**src/adc_cfg_defines.svh**
```systemverilog
// Functional notes
// - every register is a 16-bit word, shifted most significant bit first
// - read-only identity at offset zero: version, branch nibbles, type byte
// - control word: mode, standby, coding, test, bandwidth, clock hold; documented defaults
// - global and per-channel status words are read-only, writes leave them unchanged
// - four-bit sync delay adds extra cycles before data-ready restarts, default zero
// - per-channel calibration control word and read-only calibration busy mailbox
// - per-channel impedance trim word, reset value 0x07
// - per-channel external offset, gain, phase words, host written, default zero
// - per-channel read-only offset, gain, phase words show applied core corrections
// - after calibration the internal words read back equal to external words
// - access is 8 address bits with direction msb, then 16 data bits msb first
// - direction one is write, zero is read
// - reset pin low or software reset bit one restores all registers
`ifndef ADC_CFG_DEFINES_SVH
`define ADC_CFG_DEFINES_SVH
`define ADDR_ID 7'h00
`define ADDR_CTRL 7'h01
`define ADDR_GSTAT 7'h02
`define ADDR_SWRST 7'h04
`define ADDR_TEST 7'h05
`define ADDR_SYNC 7'h06
`define ADDR_CHSEL 7'h0f
`define ADDR_CALCTL 7'h10
`define ADDR_CALMBX 7'h11
`define ADDR_CHSTAT 7'h12
`define ADDR_TRIM 7'h13
`define ADDR_EXTOFS 7'h20
`define ADDR_OFS 7'h21
`define ADDR_EXTGAIN 7'h22
`define ADDR_GAIN 7'h23
`define ADDR_EXTPHS 7'h24
`define ADDR_PHS 7'h25
`define CTRL_RESET 16'h0000
`define TEST_RESET 16'h0000
`define SYNC_RESET 16'h0000
`define CHSEL_RESET 16'h0000
`define TRIM_RESET 16'h0007
`define ZERO_WORD 16'h0000
`define SYNC_DELAY_MSB 3
`define CHSEL_MSB 1
`define SWRST_BIT 0
`define ADDR_BITS 8
`define DATA_BITS 16
`define DIR_BIT 7
`endif

```
**src/adc_cfg_pkg.sv**
```systemverilog
package adc_cfg_pkg;
   typedef logic [15:0] word_t;
   typedef enum logic [1:0] {
      PH_IDLE = 2'b00,
      PH_ADDR = 2'b01,
      PH_DATA = 2'b10,
      PH_DONE = 2'b11
   } phase_t;
endpackage

```
**src/adc_cfg_channel.sv**
```systemverilog
`timescale 1ns/1ps
`include "adc_cfg_defines.svh"
// ***********************************
// one converter channel's register set
// ***********************************
module adc_cfg_channel (
   input wire logic core_clk,
   input wire logic regReset,
   input wire logic wrEn,
   input wire logic [6:0] wrAddr,
   input wire adc_cfg_pkg::word_t wrData,
   input wire adc_cfg_pkg::word_t calBusyIn,
   input wire adc_cfg_pkg::word_t statusIn,
   input wire adc_cfg_pkg::word_t ofsApplied,
   input wire adc_cfg_pkg::word_t gainApplied,
   input wire adc_cfg_pkg::word_t phsApplied,
   input wire logic [6:0] rdAddr,
   output adc_cfg_pkg::word_t rdData,
   output adc_cfg_pkg::word_t calCtl,
   output adc_cfg_pkg::word_t trim,
   output adc_cfg_pkg::word_t extOfs,
   output adc_cfg_pkg::word_t extGain,
   output adc_cfg_pkg::word_t extPhs
);
   import adc_cfg_pkg::*;
   word_t calCtl_q, trim_q, extOfs_q, extGain_q, extPhs_q;
   // read-only words are never written here
   always_ff @(posedge core_clk) begin
      if (regReset) begin
         calCtl_q <= `ZERO_WORD;
         trim_q <= `TRIM_RESET;
         extOfs_q <= `ZERO_WORD;
         extGain_q <= `ZERO_WORD;
         extPhs_q <= `ZERO_WORD;
      end else if (wrEn) begin
         if (wrAddr == `ADDR_CALCTL) calCtl_q <= wrData;
         if (wrAddr == `ADDR_TRIM) trim_q <= wrData;
         if (wrAddr == `ADDR_EXTOFS) extOfs_q <= wrData;
         if (wrAddr == `ADDR_EXTGAIN) extGain_q <= wrData;
         if (wrAddr == `ADDR_EXTPHS) extPhs_q <= wrData;
      end
   end
   assign calCtl = calCtl_q;
   assign trim = trim_q;
   assign extOfs = extOfs_q;
   assign extGain = extGain_q;
   assign extPhs = extPhs_q;
   // readbacks show what the core applies; core copies external after cal
   assign rdData = (rdAddr == `ADDR_CALCTL) ? calCtl_q :
                   (rdAddr == `ADDR_CALMBX) ? calBusyIn :
                   (rdAddr == `ADDR_CHSTAT) ? statusIn :
                   (rdAddr == `ADDR_TRIM) ? trim_q :
                   (rdAddr == `ADDR_EXTOFS) ? extOfs_q :
                   (rdAddr == `ADDR_OFS) ? ofsApplied :
                   (rdAddr == `ADDR_EXTGAIN) ? extGain_q :
                   (rdAddr == `ADDR_GAIN) ? gainApplied :
                   (rdAddr == `ADDR_EXTPHS) ? extPhs_q :
                   (rdAddr == `ADDR_PHS) ? phsApplied : `ZERO_WORD;
endmodule // adc_cfg_channel

```
**src/adc_cfg_regmap.sv**
```systemverilog
`timescale 1ns/1ps
`include "adc_cfg_defines.svh"
// ***********************************
// serial register bank, sampled on core_clk
// ***********************************
module adc_cfg_regmap #(
   parameter int NUM_CH = 4,
   parameter logic [15:0] CHIP_IDENTIFICATION = 16'h0a51 // arbitrary identity value
) (
   input wire logic core_clk,
   input wire logic rst,
   input wire logic serialRst_n,
   input wire logic serClk,
   input wire logic chipSel_n,
   input wire logic mosi,
   output logic miso,
   output logic misoOe,
   input wire adc_cfg_pkg::word_t globalStatusIn,
   input wire logic [NUM_CH*16-1:0] calBusyIn,
   input wire logic [NUM_CH*16-1:0] chStatusIn,
   input wire logic [NUM_CH*16-1:0] ofsApplied,
   input wire logic [NUM_CH*16-1:0] gainApplied,
   input wire logic [NUM_CH*16-1:0] phsApplied,
   output adc_cfg_pkg::word_t ctrlWord,
   output adc_cfg_pkg::word_t testWord,
   output logic [`SYNC_DELAY_MSB:0] syncDelay,
   output logic [NUM_CH*16-1:0] calCtlOut,
   output logic [NUM_CH*16-1:0] trimOut,
   output logic [NUM_CH*16-1:0] extOfsOut,
   output logic [NUM_CH*16-1:0] extGainOut,
   output logic [NUM_CH*16-1:0] extPhsOut
);
   import adc_cfg_pkg::*;
   // ***********************************
   // elaboration checks
   // ***********************************
   // the selector field is two bits wide, so further banks could never be reached
   if (NUM_CH != 4) begin : g_bad_ch
      $error("channel selector decodes exactly four channels");
   end
   // ***********************************
   // serial front end
   // ***********************************
   logic sclkPrev_q;
   logic swReset;
   logic regReset;
   phase_t phase_q, phase_d;
   logic [4:0] bitCnt_q;
   logic [`ADDR_BITS-1:0] addr_q;
   word_t shIn_q, shOut_q;
   logic miso_q, misoOe_q;
   logic rise, fall, csActive, lastAddrBit, lastDataBit, isWrite, wrStrobe;
   logic addrShift, dataShift;
   word_t rdWord, dataWord;
   assign regReset = rst | ~serialRst_n | swReset;
   assign rise = serClk & ~sclkPrev_q;
   assign fall = ~serClk & sclkPrev_q;
   assign csActive = ~chipSel_n;
   assign lastAddrBit = (phase_q == PH_ADDR) && rise && (bitCnt_q == 5'(`ADDR_BITS - 1));
   assign lastDataBit = (phase_q == PH_DATA) && rise && (bitCnt_q == 5'(`DATA_BITS - 1));
   assign isWrite = addr_q[`DIR_BIT];
   assign wrStrobe = lastDataBit && isWrite;
   assign addrShift = rise && (phase_q == PH_ADDR);
   assign dataShift = rise && (phase_q == PH_DATA);
   // the last data bit is still on the line at the strobe, so it joins here
   assign dataWord = {shIn_q[`DATA_BITS-2:0], mosi};
   always_comb begin
      phase_d = phase_q;
      unique case (phase_q)
         PH_IDLE: if (csActive) phase_d = PH_ADDR;
         PH_ADDR: if (lastAddrBit) phase_d = PH_DATA;
         PH_DATA: if (lastDataBit) phase_d = PH_DONE;
         PH_DONE: phase_d = PH_DONE;
      endcase
      if (!csActive) phase_d = PH_IDLE;
   end
   // serClk is only oversampled, so each edge is seen one core_clk late
   always_ff @(posedge core_clk) begin
      if (rst) begin
         sclkPrev_q <= 1'b0;
      end else begin
         sclkPrev_q <= serClk;
      end
   end
   always_ff @(posedge core_clk) begin
      if (rst || !serialRst_n) begin
         phase_q <= PH_IDLE;
      end else begin
         phase_q <= phase_d;
      end
   end
   // bit counter restarts at the address to data boundary
   always_ff @(posedge core_clk) begin
      if (rst || !csActive) begin
         bitCnt_q <= 5'h00;
      end else if (lastAddrBit) begin
         bitCnt_q <= 5'h00;
      end else if (addrShift || dataShift) begin
         bitCnt_q <= bitCnt_q + 5'h01;
      end
   end
   // address then data shift in msb first
   always_ff @(posedge core_clk) begin
      if (rst || !csActive) begin
         addr_q <= 8'h00;
      end else if (addrShift) begin
         addr_q <= {addr_q[`ADDR_BITS-2:0], mosi};
      end
   end
   always_ff @(posedge core_clk) begin
      if (rst || !csActive) begin
         shIn_q <= `ZERO_WORD;
      end else if (dataShift) begin
         shIn_q <= {shIn_q[`DATA_BITS-2:0], mosi};
      end
   end
   // ***********************************
   // read data path
   // ***********************************
   // the word is loaded one cycle after the address completes,
   // so the read mux already sees the full offset
   logic loadPending_q;
   logic shiftOut;
   assign shiftOut = fall && (phase_q == PH_DATA) && misoOe_q;
   always_ff @(posedge core_clk) begin
      if (rst || !csActive) begin
         loadPending_q <= 1'b0;
      end else begin
         loadPending_q <= lastAddrBit;
      end
   end
   always_ff @(posedge core_clk) begin
      if (rst || !csActive) begin
         shOut_q <= `ZERO_WORD;
      end else if (loadPending_q) begin
         shOut_q <= rdWord;
      end else if (shiftOut) begin
         shOut_q <= {shOut_q[`DATA_BITS-2:0], 1'b0};
      end
   end
   // idle level is high, matching the pull-up on the shared line
   always_ff @(posedge core_clk) begin
      if (rst || !csActive) begin
         miso_q <= 1'b1;
      end else if (shiftOut && !loadPending_q) begin
         miso_q <= shOut_q[`DATA_BITS-1];
      end
   end
   always_ff @(posedge core_clk) begin
      if (rst || !csActive) begin
         misoOe_q <= 1'b0;
      end else if (loadPending_q) begin
         misoOe_q <= ~isWrite;
      end else if (phase_q == PH_DONE) begin
         misoOe_q <= 1'b0;
      end
   end
   assign miso = miso_q;
   assign misoOe = misoOe_q;
   // ***********************************
   // common registers
   // ***********************************
   word_t ctrl_q, test_q, sync_q, chsel_q, swrst_q;
   logic [6:0] regAddr;
   logic [1:0] chIdx;
   logic hitId, hitCtrl, hitGstat, hitSwrst, hitTest, hitSync, hitChsel, hitChan;
   logic wrCtrl, wrTest, wrSync, wrChsel, wrSwrst;
   assign regAddr = addr_q[`DIR_BIT-1:0];
   assign chIdx = chsel_q[`CHSEL_MSB:0];
   assign swReset = swrst_q[`SWRST_BIT];
   assign hitId = (regAddr == `ADDR_ID);
   assign hitCtrl = (regAddr == `ADDR_CTRL);
   assign hitGstat = (regAddr == `ADDR_GSTAT);
   assign hitSwrst = (regAddr == `ADDR_SWRST);
   assign hitTest = (regAddr == `ADDR_TEST);
   assign hitSync = (regAddr == `ADDR_SYNC);
   assign hitChsel = (regAddr == `ADDR_CHSEL);
   assign hitChan = (regAddr >= `ADDR_CALCTL);
   // id and status offsets get no write enable at all
   assign wrCtrl = wrStrobe && hitCtrl;
   assign wrTest = wrStrobe && hitTest;
   assign wrSync = wrStrobe && hitSync;
   assign wrChsel = wrStrobe && hitChsel;
   assign wrSwrst = wrStrobe && hitSwrst;
   always_ff @(posedge core_clk) begin
      if (regReset) begin
         ctrl_q <= `CTRL_RESET;
      end else if (wrCtrl) begin
         ctrl_q <= dataWord;
      end
   end
   always_ff @(posedge core_clk) begin
      if (regReset) begin
         test_q <= `TEST_RESET;
      end else if (wrTest) begin
         test_q <= dataWord;
      end
   end
   // upper bits are not stored, so they read back zero
   always_ff @(posedge core_clk) begin
      if (regReset) begin
         sync_q <= `SYNC_RESET;
      end else if (wrSync) begin
         sync_q <= 16'(dataWord[`SYNC_DELAY_MSB:0]);
      end
   end
   always_ff @(posedge core_clk) begin
      if (regReset) begin
         chsel_q <= `CHSEL_RESET;
      end else if (wrChsel) begin
         chsel_q <= dataWord;
      end
   end
   // software reset self-clears: it pulses for one cycle then releases
   always_ff @(posedge core_clk) begin
      if (rst || !serialRst_n || swReset) begin
         swrst_q <= `ZERO_WORD;
      end else if (wrSwrst) begin
         swrst_q <= dataWord;
      end
   end
   assign ctrlWord = ctrl_q;
   assign testWord = test_q;
   assign syncDelay = sync_q[`SYNC_DELAY_MSB:0];
   // ***********************************
   // per-channel banks
   // ***********************************
   logic [NUM_CH*16-1:0] chRd;
   generate
      for (genvar c = 0; c < NUM_CH; c++) begin : g_ch
         logic chWr;
         assign chWr = wrStrobe && (chIdx == 2'(c));
         adc_cfg_channel u_ch (
            .core_clk(core_clk),
            .regReset(regReset),
            .wrEn(chWr),
            .wrAddr(regAddr),
            .wrData(dataWord),
            .calBusyIn(calBusyIn[c*16 +: 16]),
            .statusIn(chStatusIn[c*16 +: 16]),
            .ofsApplied(ofsApplied[c*16 +: 16]),
            .gainApplied(gainApplied[c*16 +: 16]),
            .phsApplied(phsApplied[c*16 +: 16]),
            .rdAddr(regAddr),
            .rdData(chRd[c*16 +: 16]),
            .calCtl(calCtlOut[c*16 +: 16]),
            .trim(trimOut[c*16 +: 16]),
            .extOfs(extOfsOut[c*16 +: 16]),
            .extGain(extGainOut[c*16 +: 16]),
            .extPhs(extPhsOut[c*16 +: 16])
         );
      end
   endgenerate
   // ***********************************
   // read selection
   // ***********************************
   word_t chSel, commonRd;
   assign chSel = chRd[chIdx*16 +: 16];
   // gaps between the common words read zero rather than alias a neighbour
   assign commonRd = hitId ? CHIP_IDENTIFICATION :
                     hitCtrl ? ctrl_q :
                     hitGstat ? globalStatusIn :
                     hitSwrst ? swrst_q :
                     hitTest ? test_q :
                     hitSync ? sync_q :
                     hitChsel ? chsel_q : `ZERO_WORD;
   assign rdWord = hitChan ? chSel : commonRd;
endmodule // adc_cfg_regmap

```
**config.mk**
```make
export PLATFORM = sky130hd
export DESIGN_NAME = adc_cfg_regmap
export DESIGN_NICKNAME = d
export VERILOG_FILES = /design/src/adc_cfg_pkg.sv /design/src/adc_cfg_channel.sv /design/src/adc_cfg_regmap.sv
export VERILOG_INCLUDE_DIRS = /design/src /design/src/src
export SDC_FILE = /design/constraint.sdc
export NUM_CORES = 1
export LEC_CHECK = 0
export ABC_AREA = 1
export BUFFER_PORTS_ARGS = -buffer_cell sky130_fd_sc_hd__clkbuf_2
export CAP_MARGIN = 20
export CORE_AREA = 2 2 275 277
export DETAILED_ROUTE_END_ITERATION = 10
export DIE_AREA = 0 0 277 279
export PLACE_DENSITY = 0.54
export RECOVER_POWER = 25
export SYNTH_ARGS = -nofsm -noshare
export SYNTH_HDL_FRONTEND = slang
export SYNTH_SLANG_ARGS = --single-unit
```
**constraint.sdc**
```tcl
create_clock -name core_clk -period 3.9 [get_ports core_clk]
set_clock_uncertainty 0.2 [all_clocks]
set_input_delay 0.195 -clock core_clk [delete_from_list [all_inputs] [get_ports core_clk]]
set_output_delay 0.195 -clock core_clk [all_outputs]
set_load 0.02 [all_outputs]
```
-- After elaboration in Yosys (flattened, before gate mapping)
Cells that the tools add are included.
- bits in registers: 438
- bits of input ports: 342
- logic and storage cells: 177
- shifts and indexed selects: 1
- $lt $le $gt $ge: 1
- bitwise logic cells: 8
- multiplexer cells: 55
- equal/unequal tests: 26
- add/subtract/negate cells: 1
- reduce and logical (&&, ||, !) cells: 51
- operators by type and width (cell ; count):
    $mux W16 ; 50
    $shiftx A64 B7 Y16 ; 1
    $eq A7 B6 Y1 const B ; 6
    $reduce_and A2 Y1 ; 21
    $eq A7 B5 Y1 const B ; 4
    $eq A7 B3 Y1 const B ; 3
    $logic_and A1 B1 Y1 ; 17
    $eq A2 B2 Y1 const B ; 4
    $pmux W2 S4 ; 1
    $eq A7 B1 Y1 const B ; 1
    $eq A7 B2 Y1 const B ; 1
    $eq A7 B4 Y1 const B ; 1
    $ge A7 B5 Y1 const B ; 1
    $logic_not A7 Y1 ; 1
    $add A5 B1 Y5 const B ; 1
    $eq A5 B3 Y1 const B ; 1
    $eq A5 B4 Y1 const B ; 1
    $eq A2 B1 Y1 const B ; 2
    $logic_not A2 Y1 ; 2
    $logic_or A1 B1 Y1 ; 4
    $mux W2 ; 2
    $ne A2 B2 Y1 const B ; 2
    $not A1 Y1 ; 4
    $reduce_bool A2 Y1 ; 2
    other kinds (5) ; 10

-- Longest topological paths before layout
- depth in word-level cells: 14
- mapped depth: 17

-- By module
Synthesis repeated with hierarchy kept, for this count alone.
- cell total of the unflattened synthesis: 3295
- area, all modules: 22512.8 sq um
- by module, submodules not included (module ; cells each ; seq. area each (sq um) ; instances ; area each (sq um)):
    adc_cfg_channel ; 615 ; 1601.5 ; 4 ; 4164.0
    adc_cfg_regmap ; 835 ; 2362.3 ; 1 ; 5856.9

-- Worst setup path before layout
OpenSTA, ideal clock, no wires.
- kind: reg2reg
- start point: register bitCnt_q[0]
- end point: register g_ch[1].u_ch.trim_q[14]
- stages on the path, launching flop included: 13
- arrival time: 1.807 ns
- clock period less this slack: 2.126 ns
- setup slack: 1.774 ns
- setup time: 0.119 ns
- path buffers: 1
- required time: 3.581 ns
- cells stage by stage: dfxtp_1 -> ha_1 -> nand2_1 -> nor2_1 -> ha_1 -> nand3_4 -> nor2_1 -> inv_2 -> nor2_4 -> inv_1 -> buf_2 -> o21ai_0 -> a21oi_1
- word-level cells in the longest chain between the ends: 5
- ends and longest elaborated chain (what ; line ; source):
    from (decl) ; adc_cfg_regmap.sv:48 ; logic [4:0] bitCnt_q;
    from (signal assigned) ; adc_cfg_regmap.sv:99 ; bitCnt_q <= bitCnt_q + 5'h01;
    $eq A5 B4 Y1 ; adc_cfg_regmap.sv:60 ; assign lastDataBit = (phase_q == PH_DATA) && rise && (bitCnt_q == 5'(`DATA_BITS - 1));
    $logic_and A1 B1 Y1 ; adc_cfg_regmap.sv:60 ;
    $logic_and A1 B1 Y1 ; adc_cfg_regmap.sv:62 ; assign wrStrobe = lastDataBit && isWrite;
    $logic_and A1 B1 Y1 ; adc_cfg_regmap.sv:232 ; assign chWr = wrStrobe && (chIdx == 2'(c));
    $reduce_and A2 Y1 (no source line) ; - ;
    to (signal assigned) ; adc_cfg_channel.sv:31 ; trim_q <= `TRIM_RESET;
    to (signal assigned) ; adc_cfg_channel.sv:37 ; if (wrAddr == `ADDR_TRIM) trim_q <= wrData;
    to (decl) ; adc_cfg_channel.sv:26 ; word_t calCtl_q, trim_q, extOfs_q, extGain_q, extPhs_q;
No other way between the ends.
A chain may end at the register's enable or synchronous reset.

-- Final worst setup path
- start point: register addr_q[0]
- end point: register shOut_q[14]
- word-level cells in the longest chain between the ends: 14
- elaborated cells between the ends (all ways): 68
- classes of those cells: 1 x order compare; 16 x eq/ne; 1 x shift; 49 x mux; 1 x reduce/logical
- ends and longest elaborated chain (what ; line ; source):
    from (decl) ; adc_cfg_regmap.sv:49 ; logic [`ADDR_BITS-1:0] addr_q;
    from (signal assigned) ; adc_cfg_regmap.sv:107 ; addr_q <= {addr_q[`ADDR_BITS-2:0], mosi};
    $eq A7 B6 Y1 (no source line) ; - ;
    $mux W16 (no source line) (10 in a row) ; - ;
    $shiftx A64 B7 Y16 ; adc_cfg_regmap.sv:258 ; assign chSel = chRd[chIdx*16 +: 16];
    $mux W16 (*) ; adc_cfg_regmap.sv:267 ; assign rdWord = hitChan ? chSel : commonRd;
    $mux W16 (*) ; adc_cfg_regmap.sv:135 ; end else if (loadPending_q) begin
    to (signal assigned) ; adc_cfg_regmap.sv:134 ; shOut_q <= `ZERO_WORD;
    to (signal assigned) ; adc_cfg_regmap.sv:136 ; shOut_q <= rdWord;
    to (signal assigned) ; adc_cfg_regmap.sv:138 ; shOut_q <= {shOut_q[`DATA_BITS-2:0], 1'b0};
    to (decl) ; adc_cfg_regmap.sv:50 ; word_t shIn_q, shOut_q;
Every way passes the cells marked *; elsewhere a longest branch is shown, timed or not.

==> flow_summary_export.csv <==
group,metric,value,unit
grt,grt_pass1_wl,184600,um
timing,report.final.slew_viol_count,0,
cts,clock_sinks,438,
pwr,netSwitchingFraction,23.87,%
floorplan,die_h,279,um
detailed_routing,wl_met1,56020,um
pwr,p_per_area,364.3,nW/um^2
timing,tns,0,ps
pwr,pwr-share-clk,51.5,%
placement,place_area,25750,sq um
timing,worst_pin_slew,1213,ps
critical_path,arrival,3990,ps
pwr,peakVddDrop,0.2837,mV
final_layout,fin_util,37.50,%
cts,htree_levels,2,
critical_path,worstSetupEndpointType,"flip-flop",
logic_synthesis,ys_seq_area_share,40.70,%
grt,grt-ovfl-total,0,
detailed_routing,drtIter0Drc,3295,
logic_synthesis,synth_seq_cells,438,
placement,gp_congestion,0.9697,
cts,path_clk_slew,60,ps
logic_synthesis,netlist_instances,3318,
logic_synthesis,yosys.cell_types.count,34,
cts,worst_skew_pair.late_latency,620,ps
final_layout,final_common_cell,"nor2_1",
outcome,status,"finished, final reports clean",
detailed_routing,viasPerCell,5.252,
detailed_routing,wl_met3,11580,um
job,max-cap-violations,0,
timing,fin_crit_sh,93.95,%
logic_synthesis,synth_nets,3662,
pwr,seqPwrFrac,44.3,%
grt,grt_usage,33.17,%
final_layout,nets,4281,
critical_path,slowest_stage,"dlygate4sd3_1",
timing,slew_headroom,18.99,%
grt,grt_max_degree,118,
final_layout,finalInstanceArea,27770,sq um
critical_path,cp_top_family,"simple AND/OR/NAND/NOR gates",
detailed_routing,detail_route.wl_per_cell,27.00,um
critical_path,max_stage_delay,560,ps
grt,grt_pass1_vias,24040,
critical_path,crit_required,4230,ps
floorplan,rows,100,
cts,cts_tree,"done",
critical_path,critPathMaxFanout,42,
floorplan,initial_utilization,29.09,%
final_layout,mostFrequentLayoutCells,"nor2_1 (640), nand2_1 (587), clkbuf_2 (502), dfxtp_1 (430), o21ai_0 (422)",
detailed_routing,top_layer,"met5",
placement,port_buffers,699,
critical_path,cp_common_cell,"nand2_1",
detailed_routing,vias,26000,
logic_synthesis,yosys_warnings,0,
logic_synthesis,synth-main-ff-cell,"dfxtp_1",
logic_synthesis,syn_area_per_cell,6.494,sq um
grt,antenna_found_initial,16,
floorplan,io_pins,700,
placement,dp_hpwl,100000,um
critical_path,path_buf_inv,4,
detailed_routing,drcViolationCount,0,
detailed_routing,drt-pass1-iter-count,5,
logic_synthesis,netlist_area,21550,sq um
timing,hold_violations,0,
final_layout,drive_gt1_share,18.46,%
detailed_routing,routed_wirelength,133700,um
logic_synthesis,synth_edf_count,0,
timing,rsz0062_at_grt,"false",
floorplan,die_x,277,um
cts,cts_made_buffers,53,
floorplan,dieArea,77280,sq um
critical_path,critPathKind,"reg2reg",
pwr,p_switching,2.415,mW
floorplan,core_area,74070,sq um
detailed_routing,antenna_left,0,
logic_synthesis,async_flop_share,0,%
pwr,intPower,7.703,mW
pwr,combinationalPowerShare,4.3,%
final_layout,fillers,8322,
timing,period_needed,3664,ps
pwr,total_leakage_power,12.52,nW
critical_path,cp_cell_sequence,"inv_2 > nor2_2 > nand2_2 > nor2_4 > buf_12 > buf_4 > nand2_1 > nand4_1 > nor2_1 > nand3_1 > nand2_1 > nand2_1 > nor2_1 > dlygate4sd3_1 > nand2_1 > nand2_1 > a21oi_1",
timing,max_freq,272.9,MHz
cts,clk_path_buf_depth,3,
cts,root_buffer,"clkbuf_16",
timing,setup_viol,0,
critical_path,start_kind,"flip-flop",
hold_path,hp-class,"in2reg",
final_layout,area_growth,28.91,%
detailed_routing,met2_wirelength,60310,um
power groups by stage:
stage | clock [mW] | combinational (mW) | sequential, mW
2_1_floorplan | 0 | 0.131 | 4.58
3_3_place_gp | 0 | 0.402 | 4.58
3_5_place_dp | 0 | 0.399 | 4.58
4_1_cts | 5.25 | 0.428 | 4.48
5_1_grt | 5.43 | 0.464 | 4.48
6_report | 5.21 | 0.434 | 4.48
area by class of cell:
type | count | area [sq um] | area share, %
clock inverters | 21 | 246.5 | 0.8875
inverters | 285 | 1072 | 3.861
diodes | 6 | 15.01 | 0.05406
well taps | 969 | 1212 | 4.365
flip-flops and latches | 438 | 8778 | 31.61
clock buffers | 73 | 1521 | 5.478
repair buffers | 804 | 4255 | 15.32
multi-input cells | 2355 | 10670 | 38.43
sequential cells by signal (all words and copies together) (netlist names), 2 cells and up:
register / count
g_ch.u_ch.extPhs: 64
shIn_q: 15
bitCnt_q: 5
g_ch.u_ch.trim: 64
addr_q: 8
chsel_q: 16
phase_q: 2
g_ch.u_ch.calCtl: 64
shOut_q: 16
ctrlWord: 16
testWord: 16
g_ch.u_ch.extGain: 64
sync_q: 4
g_ch.u_ch.extOfs: 64
swrst_q: 16
path summary, 6_finish.rpt:
path	from	endpoint	slack, ps	cells past startpoint
max	addr_q[0]$_SDFFE_PP0P_	shOut_q[14]$_SDFFE_PP0P_	240	17
min	chStatusIn[40]	shOut_q[8]$_SDFFE_PP0P_	30	9
max reg2reg	addr_q[0]$_SDFFE_PP0P_	shOut_q[14]$_SDFFE_PP0P_	240	17
min reg2reg	chsel_q[10]$_SDFFE_PP0P_	chsel_q[10]$_SDFFE_PP0P_	250	2
stage by stage:
stage                     power [mW]  hold WS [ps]  setup slack, ps  cells
after floorplan                4.708         67.38             1774   3318
after global placement         4.979         241.6            565.1   4806
after detailed placement       4.976         247.4            562.6   4806
after CTS                      10.16        0.6159            112.5   4943
after global routing           10.37         35.49            28.67   4949
final                          10.12         31.32            235.8   4951
cell families after synthesis:
family                     synth area share [%]
buffers and inverters                     9.936
DFF                                       40.70
AOI/OAI and AO/OA                         20.83
adders and majority gates                0.1161
and+or+nand+nor                           28.42
per-layer routing:
layer	vias to the layer above	track usage, %
met3	252	6.317
li1	12000	-
met5	-	0
met1	12280	43.89
met2	1462	53.27
met4	14	12.97
cell usage after synthesis, drive strengths merged (8+ instances only):
cell type	number	share of area [%]
nand3	126	3.0
a21oi	374	8.7
o22ai	15	0.44
o21bai	8	0.28
inv	281	4.9
buf	118	2.8
dfxtp	438	41
nand2	592	10
nor2	680	13
o21ai	452	10
clkbuf	122	2.1
o211ai	18	0.63
nand4	67	1.9
worst reg2reg max path, cell delays in order, from the launching register on:
cell	delay, ps
dfxtp_1	500
inv_2	90
nor2_2	130
nand2_2	180
nor2_4	490
buf_12	340
buf_4	240
nand2_1	50
nand4_1	130
nor2_1	140
nand3_1	110
nand2_1	50
nand2_1	90
nor2_1	60
dlygate4sd3_1	560
nand2_1	60
nand2_1	50
a21oi_1	120
timing repair:
action | 4_1_cts | 5_1_grt
gates resized for setup | 0 | 3
endpoints found under the setup margin | 0 | 1
hold buffers | 43 | 0
hold endpoints to repair | 52 | 0
buffers inserted | 0 | 0
(Power assumes the default switching activity.)
